<file path="config.mk">
export PLATFORM = sky130hd
export DESIGN_NAME = apc_cfg_regs
export DESIGN_NICKNAME = d
export VERILOG_FILES = /design/src/apc_pkg.sv /design/src/apc_depth_dec.sv /design/src/apc_brake_alt.sv /design/src/apc_cfg_regs.sv
export SDC_FILE = /design/constraint.sdc
export NUM_CORES = 1
export LEC_CHECK = 0
export ABC_AREA = 1
export BUFFER_PORTS_ARGS = -buffer_cell sky130_fd_sc_hd__buf_2
export CAP_MARGIN = 20
export CELL_PAD_IN_SITES_DETAIL_PLACEMENT = 1
export CELL_PAD_IN_SITES_GLOBAL_PLACEMENT = 1
export CORE_UTILIZATION = 30
export CTS_CLUSTER_SIZE = 14
export DETAILED_ROUTE_END_ITERATION = 16
export HOLD_SLACK_MARGIN = 0.06
export PLACE_DENSITY = 0.85
export SKIP_CTS_REPAIR_TIMING = 1
export SYNTH_ARGS = -nofsm -noshare
export SYNTH_HDL_FRONTEND = slang
export SYNTH_SLANG_ARGS = --single-unit
export TNS_END_PERCENT = 1
</file>
<file path="constraint.sdc">
create_clock -name CLK -period 3.1 [get_ports CLK]
set_clock_uncertainty 0.05 [all_clocks]
set_input_delay 0.62 -clock CLK [delete_from_list [all_inputs] [get_ports CLK]]
set_output_delay 0.62 -clock CLK [all_outputs]
set_load 0.05 [all_outputs]
</file>
<file path="src/apc_pkg.sv">
// package: register map, field layout and encodings of the config bank
`default_nettype none
package apc_pkg;
	// ------------------------------------------------------------
	// register indices (byte address is four times the index)
	// ------------------------------------------------------------
	localparam logic [7:0] MEAS_CFG_IDX = 8'h12;
	localparam logic [7:0] PWM_CFG_IDX = 8'h13;
	localparam int ADDR_W = 10;
	localparam logic [ADDR_W-1:0] MEAS_CFG_ADDR = ADDR_W'({MEAS_CFG_IDX, 2'b00});
	localparam logic [ADDR_W-1:0] PWM_CFG_ADDR = ADDR_W'({PWM_CFG_IDX, 2'b00});
	localparam logic [15:0] MEAS_CFG_RESET = 16'h0000;
	localparam logic [15:0] PWM_CFG_RESET = 16'h0000;
	localparam logic [31:0] UNMAPPED_READ = 32'h00000000;
	// ------------------------------------------------------------
	// measurement config fields
	// ------------------------------------------------------------
	localparam int OD_REQ_BIT = 0;
	localparam int OD_SEL_LSB = 1;
	localparam int OD_FILT_BIT = 3;
	localparam int GEN_FILT_LSB = 4;
	localparam int SUP_FILT_LSB = 6;
	localparam int MEAS_USED_W = 8;
	// ------------------------------------------------------------
	// pwm config fields
	// ------------------------------------------------------------
	localparam int MODE_LSB = 0;
	localparam int FREEW_BIT = 3;
	localparam int BRAKE_LSB = 4;
	localparam int RECIRC_BIT = 6;
	localparam int PWM_USED_W = 7;
	// ------------------------------------------------------------
	// encodings
	// ------------------------------------------------------------
	localparam logic [1:0] SEL_DIGITAL_CURRENT = 2'h0;
	localparam logic [1:0] SEL_LOGIC_RAIL = 2'h1;
	localparam logic [1:0] SEL_BUCK_RAIL = 2'h2;
	localparam logic [2:0] MODE_SIX = 3'h0;
	localparam logic [2:0] MODE_THREE = 3'h1;
	localparam logic [2:0] MODE_SINGLE = 3'h2;
	localparam logic [2:0] MODE_SINGLE_HALL = 3'h3;
	localparam logic [1:0] BRAKE_LOW = 2'h0;
	localparam logic [1:0] BRAKE_HIGH = 2'h1;
	localparam logic [1:0] BRAKE_HIZ = 2'h2;
	localparam logic [1:0] BRAKE_TOGGLE = 2'h3;
	localparam logic [6:0] GEN_DEPTH_BASE = 7'h08;
	localparam logic [6:0] SUP_DEPTH_BASE = 7'h20;
endpackage : apc_pkg
`default_nettype wire

</file>
<file path="src/apc_depth_dec.sv">
// module: moving-average depth decoder for both filter fields
`timescale 1ns/1ps
`default_nettype none
module apc_depth_dec (
	input wire logic [1:0] gen_code,
	input wire logic [1:0] sup_code,
	output logic [6:0] gen_depth,
	output logic [6:0] sup_depth
);
	// general: 8 << code gives 8/16/32/64
	assign gen_depth = apc_pkg::GEN_DEPTH_BASE << gen_code;
	// supply: 32 >> code gives 32/16/8, code 3 means single sample
	assign sup_depth = (sup_code == 2'h3) ? 7'h01 :
		(apc_pkg::SUP_DEPTH_BASE >> sup_code);
endmodule : apc_depth_dec
`default_nettype wire

</file>
<file path="src/apc_brake_alt.sv">
// module: brake side selector with alternation on each braking event
`timescale 1ns/1ps
`default_nettype none
module apc_brake_alt (
	input wire logic clk,
	input wire logic resetn,
	input wire logic [1:0] scheme,
	input wire logic brake_event,
	output logic high_side,
	output logic hiz
);
	logic last_high_q;
	logic pick_high;
	// toggle scheme starts from the side not used last
	always_comb begin
		case (scheme)
			apc_pkg::BRAKE_LOW: pick_high = 1'b0;
			apc_pkg::BRAKE_HIGH: pick_high = 1'b1;
			apc_pkg::BRAKE_TOGGLE: pick_high = ~last_high_q;
			// only high-z lands here: it drives neither side
			default: pick_high = 1'b0;
		endcase
	end
	always_ff @(posedge clk or negedge resetn) begin
		if (!resetn) begin
			last_high_q <= 1'b0;
		end else if (brake_event && scheme != apc_pkg::BRAKE_HIZ) begin
			last_high_q <= pick_high;
		end
	end
	// fixed schemes show their side at once; toggle shows the last side
	assign high_side = (scheme == apc_pkg::BRAKE_TOGGLE && !brake_event) ?
		last_high_q : pick_high;
	assign hiz = (scheme == apc_pkg::BRAKE_HIZ);
endmodule : apc_brake_alt
`default_nettype wire

</file>
<file path="src/apc_cfg_regs.sv">
// module: measurement and pwm configuration registers on avalon-mm
//
// Summary of operation
// - a write with byte lane 0 enabled reloads every measurement field
// - request bit pulses one extra conversion
// - input select: current, logic rail, buck
// - filter enable pulses on, reads zero
// - general depth 8, 16, 32, 64
// - supply depth 32, 16, 8, 1
// - reserved upper bits read zero
// - mode: six, three, single input pwm
// - freewheel: active 0, diode 1
// - brake low, high or high-z
// - toggle brake alternates each event
// - recirc bit enables alternating recirculation
// - recirc ignored unless mode 011
//
// Register access over Avalon-MM was chosen for this implementation.
`timescale 1ns/1ps
`default_nettype none
module apc_cfg_regs (
	input wire logic CLK,
	input wire logic RESETN,
	input wire logic [apc_pkg::ADDR_W-1:0] AVS_ADDRESS,
	input wire logic AVS_READ,
	input wire logic AVS_WRITE,
	input wire logic [31:0] AVS_WRITEDATA,
	input wire logic [3:0] AVS_BYTEENABLE,
	output logic [31:0] AVS_READDATA,
	output logic AVS_WAITREQUEST,
	input wire logic BRAKE_EVENT,
	output logic OD_CONV_REQUEST,
	output logic [1:0] OD_INPUT_SELECT,
	output logic OD_FILTER_ENABLE,
	output logic [6:0] GENERAL_FILTER_DEPTH,
	output logic [6:0] SUPPLY_FILTER_DEPTH,
	output logic [2:0] PWM_MODE,
	output logic FREEWHEEL_DIODE,
	output logic BRAKE_HIGH_SIDE,
	output logic BRAKE_HIZ,
	output logic ALT_RECIRC_ACTIVE
);
	// ------------------------------------------------------------
	// bus handshake: one wait cycle, answer on the second edge
	// ------------------------------------------------------------
	logic ack_q;
	logic [1:0] sel_q;
	logic [1:0] mode_sel_q;
	logic od_filt_q;
	logic [1:0] gen_q;
	logic [1:0] sup_q;
	logic [2:0] mode_q;
	logic freew_q;
	logic [1:0] brake_q;
	logic recirc_q;
	logic req_q;
	logic filt_q;
	logic [6:0] gen_depth_q;
	logic [6:0] sup_depth_q;
	logic brk_hi_q;
	logic brk_hiz_q;
	logic recirc_act_q;
	logic [31:0] rdata_q;
	logic wait_q;
	logic access;
	logic wr_meas;
	logic wr_pwm;
	logic [6:0] gen_depth;
	logic [6:0] sup_depth;
	logic brk_hi;
	logic brk_hiz;

	assign access = (AVS_READ | AVS_WRITE) & ~ack_q;
	// a write takes effect only at the edge where waitrequest is low
	assign wr_meas = AVS_WRITE & ack_q & AVS_BYTEENABLE[0] &
		(AVS_ADDRESS == apc_pkg::MEAS_CFG_ADDR);
	assign wr_pwm = AVS_WRITE & ack_q & AVS_BYTEENABLE[0] &
		(AVS_ADDRESS == apc_pkg::PWM_CFG_ADDR);

	always_ff @(posedge CLK or negedge RESETN) begin
		if (!RESETN) begin
			ack_q <= 1'b0;
			wait_q <= 1'b1;
		end else begin
			ack_q <= access;
			wait_q <= ~access;
		end
	end
	assign AVS_WAITREQUEST = wait_q;
	assign AVS_READDATA = rdata_q;

	// ------------------------------------------------------------
	// measurement config storage
	// ------------------------------------------------------------
	// whole-word load: a partial field write clears the others
	// (software is expected to read-modify-write)
	always_ff @(posedge CLK or negedge RESETN) begin
		if (!RESETN) begin
			sel_q <= apc_pkg::MEAS_CFG_RESET[2:1];
			gen_q <= apc_pkg::MEAS_CFG_RESET[5:4];
			sup_q <= apc_pkg::MEAS_CFG_RESET[7:6];
		end else if (wr_meas) begin
			sel_q <= AVS_WRITEDATA[apc_pkg::OD_SEL_LSB +: 2];
			gen_q <= AVS_WRITEDATA[apc_pkg::GEN_FILT_LSB +: 2];
			sup_q <= AVS_WRITEDATA[apc_pkg::SUP_FILT_LSB +: 2];
		end
	end

	// code 11 is reserved; the last legal selection is kept for it
	always_ff @(posedge CLK or negedge RESETN) begin
		if (!RESETN) begin
			mode_sel_q <= apc_pkg::SEL_DIGITAL_CURRENT;
		end else if (sel_q != 2'h3) begin
			mode_sel_q <= sel_q;
		end
	end

	// strobes: one-cycle pulses, never readable
	always_ff @(posedge CLK or negedge RESETN) begin
		if (!RESETN) begin
			req_q <= 1'b0;
			filt_q <= 1'b0;
		end else begin
			req_q <= wr_meas & AVS_WRITEDATA[apc_pkg::OD_REQ_BIT];
			filt_q <= wr_meas & AVS_WRITEDATA[apc_pkg::OD_FILT_BIT];
		end
	end
	assign od_filt_q = filt_q;

	// ------------------------------------------------------------
	// pwm config storage
	// ------------------------------------------------------------
	always_ff @(posedge CLK or negedge RESETN) begin
		if (!RESETN) begin
			mode_q <= apc_pkg::PWM_CFG_RESET[2:0];
			freew_q <= apc_pkg::PWM_CFG_RESET[3];
			brake_q <= apc_pkg::PWM_CFG_RESET[5:4];
			recirc_q <= apc_pkg::PWM_CFG_RESET[6];
		end else if (wr_pwm) begin
			mode_q <= AVS_WRITEDATA[apc_pkg::MODE_LSB +: 3];
			freew_q <= AVS_WRITEDATA[apc_pkg::FREEW_BIT];
			brake_q <= AVS_WRITEDATA[apc_pkg::BRAKE_LSB +: 2];
			recirc_q <= AVS_WRITEDATA[apc_pkg::RECIRC_BIT];
		end
	end

	// ------------------------------------------------------------
	// read path
	// ------------------------------------------------------------
	// strobe bits and reserved bits always return zero
	always_ff @(posedge CLK or negedge RESETN) begin
		if (!RESETN) begin
			rdata_q <= apc_pkg::UNMAPPED_READ;
		end else if (access && AVS_READ) begin
			if (AVS_ADDRESS == apc_pkg::MEAS_CFG_ADDR) begin
				rdata_q <= {24'h000000, sup_q, gen_q, 1'b0, sel_q, 1'b0};
			end else if (AVS_ADDRESS == apc_pkg::PWM_CFG_ADDR) begin
				rdata_q <= {25'h0000000, recirc_q, brake_q, freew_q, mode_q};
			end else begin
				rdata_q <= apc_pkg::UNMAPPED_READ;
			end
		end
	end

	// ------------------------------------------------------------
	// decoded outputs
	// ------------------------------------------------------------
	apc_depth_dec u_depth (
		.gen_code(gen_q),
		.sup_code(sup_q),
		.gen_depth(gen_depth),
		.sup_depth(sup_depth)
	);

	// brake event is a pin: two sync flops, then a third for the rising edge
	logic brk_s1_q;
	logic brk_s2_q;
	logic brk_s3_q;
	logic brk_rise;
	always_ff @(posedge CLK or negedge RESETN) begin
		if (!RESETN) begin
			brk_s1_q <= 1'b0;
			brk_s2_q <= 1'b0;
			brk_s3_q <= 1'b0;
		end else begin
			brk_s1_q <= BRAKE_EVENT;
			brk_s2_q <= brk_s1_q;
			brk_s3_q <= brk_s2_q;
		end
	end
	assign brk_rise = brk_s2_q & ~brk_s3_q;

	apc_brake_alt u_brake (
		.clk(CLK),
		.resetn(RESETN),
		.scheme(brake_q),
		.brake_event(brk_rise),
		.high_side(brk_hi),
		.hiz(brk_hiz)
	);

	always_ff @(posedge CLK or negedge RESETN) begin
		if (!RESETN) begin
			gen_depth_q <= apc_pkg::GEN_DEPTH_BASE;
			sup_depth_q <= apc_pkg::SUP_DEPTH_BASE;
			brk_hi_q <= 1'b0;
			brk_hiz_q <= 1'b0;
			recirc_act_q <= 1'b0;
		end else begin
			gen_depth_q <= gen_depth;
			sup_depth_q <= sup_depth;
			brk_hi_q <= brk_hi;
			brk_hiz_q <= brk_hiz;
			recirc_act_q <= recirc_q &
				(mode_q == apc_pkg::MODE_SINGLE_HALL);
		end
	end

	assign OD_CONV_REQUEST = req_q;
	assign OD_INPUT_SELECT = mode_sel_q;
	assign OD_FILTER_ENABLE = od_filt_q;
	assign GENERAL_FILTER_DEPTH = gen_depth_q;
	assign SUPPLY_FILTER_DEPTH = sup_depth_q;
	assign PWM_MODE = mode_q;
	assign FREEWHEEL_DIODE = freew_q;
	assign BRAKE_HIGH_SIDE = brk_hi_q;
	assign BRAKE_HIZ = brk_hiz_q;
	assign ALT_RECIRC_ACTIVE = recirc_act_q;
endmodule : apc_cfg_regs
`default_nettype wire

</file>
==> impl_results.md <==
* Status: finished with violations
* Failing checks: design-rule violations
* Wire length on met2 at 1.96 mm
* Post-detail-place hpwl at 3.19 mm
* Max-slew violations at 0
* Row count at 29
* Via density at 4.14
* Final net count at 318
* Clock transition at path regs at 80 ps
* Crit path kind: in -> reg
* DR DRC count at 14
* Final hold viol count at 0
* Slew headroom at 0.377
* Initial core utilization at 0.313
* Worst skew pair latency at 290 ps
* Area leader, netlist: dfrtp_1
* Synth top area share at 0.485
* Met3 WL at 335 um
* Most frequent cell after synthesis: nand2_1
* RSZ-0062 raised after global routing: false
* Seq/Total Area, Yosys at 0.524
* Die Y at 83.9 um
* Shortest period the worst path allows at 1730 ps
* Post-synth EDFFs at 0
* Gr ovfl total at 0
* Largest fanout on the critical path at 14
* F_max at 579 MHz
* Syn avg cell area at 9.45 um^2
* P_leak at 0.00133 uW
* Ratio of cells with drive above 1 in the final layout at 0.343
* H-tree Lvls at 2
* CTS Buf Count at 5
* Initial antenna violation count at 0
* Max-cap violation count at 0
* Met1 wire length at 1.80 mm
* Seq cells post-synth at 42
* First DRT Iteration DRCs at 100
* Actual slew at the worst max-slew pin at 935 ps
* Die Width at 83.9 um
* Ys Warns at 0
* Worst path arrival time at 1860 ps
* Setup TNS at 0 ps
* FFs w/ async S/R, synth at 1.00
* Vias in the first global route at 1400
* Pwr Density at 453 nW/um^2
* Critical Path Sink Type: register
* First-pass GRT wire length at 6.80 mm
* CTS Sinks at 42
* Root buf cell: clkbuf_8
* Post-synth top cells: nand2_1 (44), dfrtp_1 (39), buf_4 (30), inv_1 (30), o21ai_2 (13)
* CTS tree: built
* Setup violations, final at 0
* Final ANT Viol Nets at 0
* Final Routed Wirelength at 4.10 mm
* GPL Wtd Cong at 0.732
* Die area at 7040 um^2
* Core box area at 6420 um^2
* Top cells by area in the synthesized netlist: dfrtp_1 (48%), buf_4 (11%), nand2_1 (8.2%), o21ai_2 (5.7%), inv_1 (5.6%)
* Maximum VDD drop at 0.170 mV
* Max Buffers Root-to-Sink at 2
* Startpoint Class: input pin
* ANT cells at 0
* Final worst path period share at 0.557
* Ports at 109
* Avg WL per Cell at 11.9 um
* Overall power at 1040 uW
* Worst hold margin at 308 ps
* Post-synthesis cell area at 2010 um^2
* Synth cell types at 22
* I/O Buffers at 51
* Largest net degree at the start of global routing at 43
* Area Overhead vs Synth at 14.5%
* Max Used Layer: met4
* Worst hold path type: reg -> reg
* Routed vias at 1427
* All-Layer GR Usage at 0.123
* Post-synthesis cell count at 213
* DR pass1 iterations at 12
* Prevailing post-synth register cell: dfrtp_1
* Worst path required time at 3230 ps
## cell families after synthesis
logic type / after synthesis / share of synthesized area
simple gates: 85 / 0.212
compound gates: 22 / 0.0814
other cells: 1 / 0.00186
flops: 42 / 0.524
buf+inv: 63 / 0.181
## layout make-up
| class | count | area, um^2 |
|---|---|---|
| Timing Repair Buffer | 51 | 255 |
| Fill cell | 778 | 4120 |
| Inverter | 30 | 113 |
| Multi-Input combinational cell | 137 | 703 |
| Sequential cell | 42 | 1050 |
| Clock buffer | 6 | 72.6 |
| Tap cell | 77 | 96.3 |
| Clock inverter | 2 | 10.0 |
## routing by layer
metal	track usage	vias up
li1	-	705
met1	0.164	660
met2	0.196	59
met3	0.0406	3
met4	0.0235	0
met5	0	-
## critical path, cell delays in order
cell,delay [ps]
buf_2,100
nor2_2,360
nand2_2,160
nor2_8,190
nand3_4,220
nand2_1,150
o21ai_2,60
## per-stage QoR
stage | cell area (um^2) | cells | util | setup slack (ps)
floorplan | 2120 | 242 | - | 1590
detailed placement | 2220 | 337 | 0.346 | 1050
global placement | 2220 | 337 | 0.346 | 1090
global route | 2300 | 345 | 0.359 | 1300
finish | 2300 | 345 | 0.359 | 1370
CTS | 2300 | 345 | 0.359 | 1360
## cell usage in the layout, fill, tap and decap left out, types with 2 or more instances in the layout
cell type	netlist	layout
buf_2	0	51
dfstp_2	3	3
nand4_1	6	6
inv_1	30	30
clkbuf_8	0	5
nand3_4	2	2
nor2_1	10	10
nand2_1	44	44
o21ai_2	13	13
nand3_1	5	5
clkinv_2	0	2
o21ai_0	6	6
dfrtp_1	39	39
nand2_2	7	7
nor2_2	8	8
conb_1	1	30
## power by group
group	switching (uW)	leakage, uW	internal, uW
clock	181	0.0000450	156
sequential	3.22	0.000568	555
combinational	129	0.000719	18.9
total	314	0.00133	730
## worst paths after layout
| check | endpoint | startpoint | slack (ps) | cells after the start |
|---|---|---|---|---|
| max in group asynchronous | sup_q[0] | RESETN | 1990 | 1 |
| worst min-delay path | brk_s2_q | brk_s1_q | 310 | 0 |
| min in group asynchronous | SUPPLY_FILTER_DEPTH[0] | RESETN | 420 | 1 |
| worst max register to register | AVS_READDATA[0] | ack_q | 1790 | 4 |
| worst max-delay path | brake_q[0] | AVS_ADDRESS[9] | 1370 | 7 |
| worst min register to register | brk_s2_q | brk_s1_q | 310 | 0 |
## flip-flops by register name (all words and copies together) (netlist names), 2 cells and up
register and count:
AVS_READDATA 8, GENERAL_FILTER_DEPTH 4, SUPPLY_FILTER_DEPTH 4, PWM_MODE 3
OD_INPUT_SELECT 2, brake_q 2, gen_q 2, sel_q 2
sup_q 2
No activity file was read; power rests on OpenSTA's default activity.
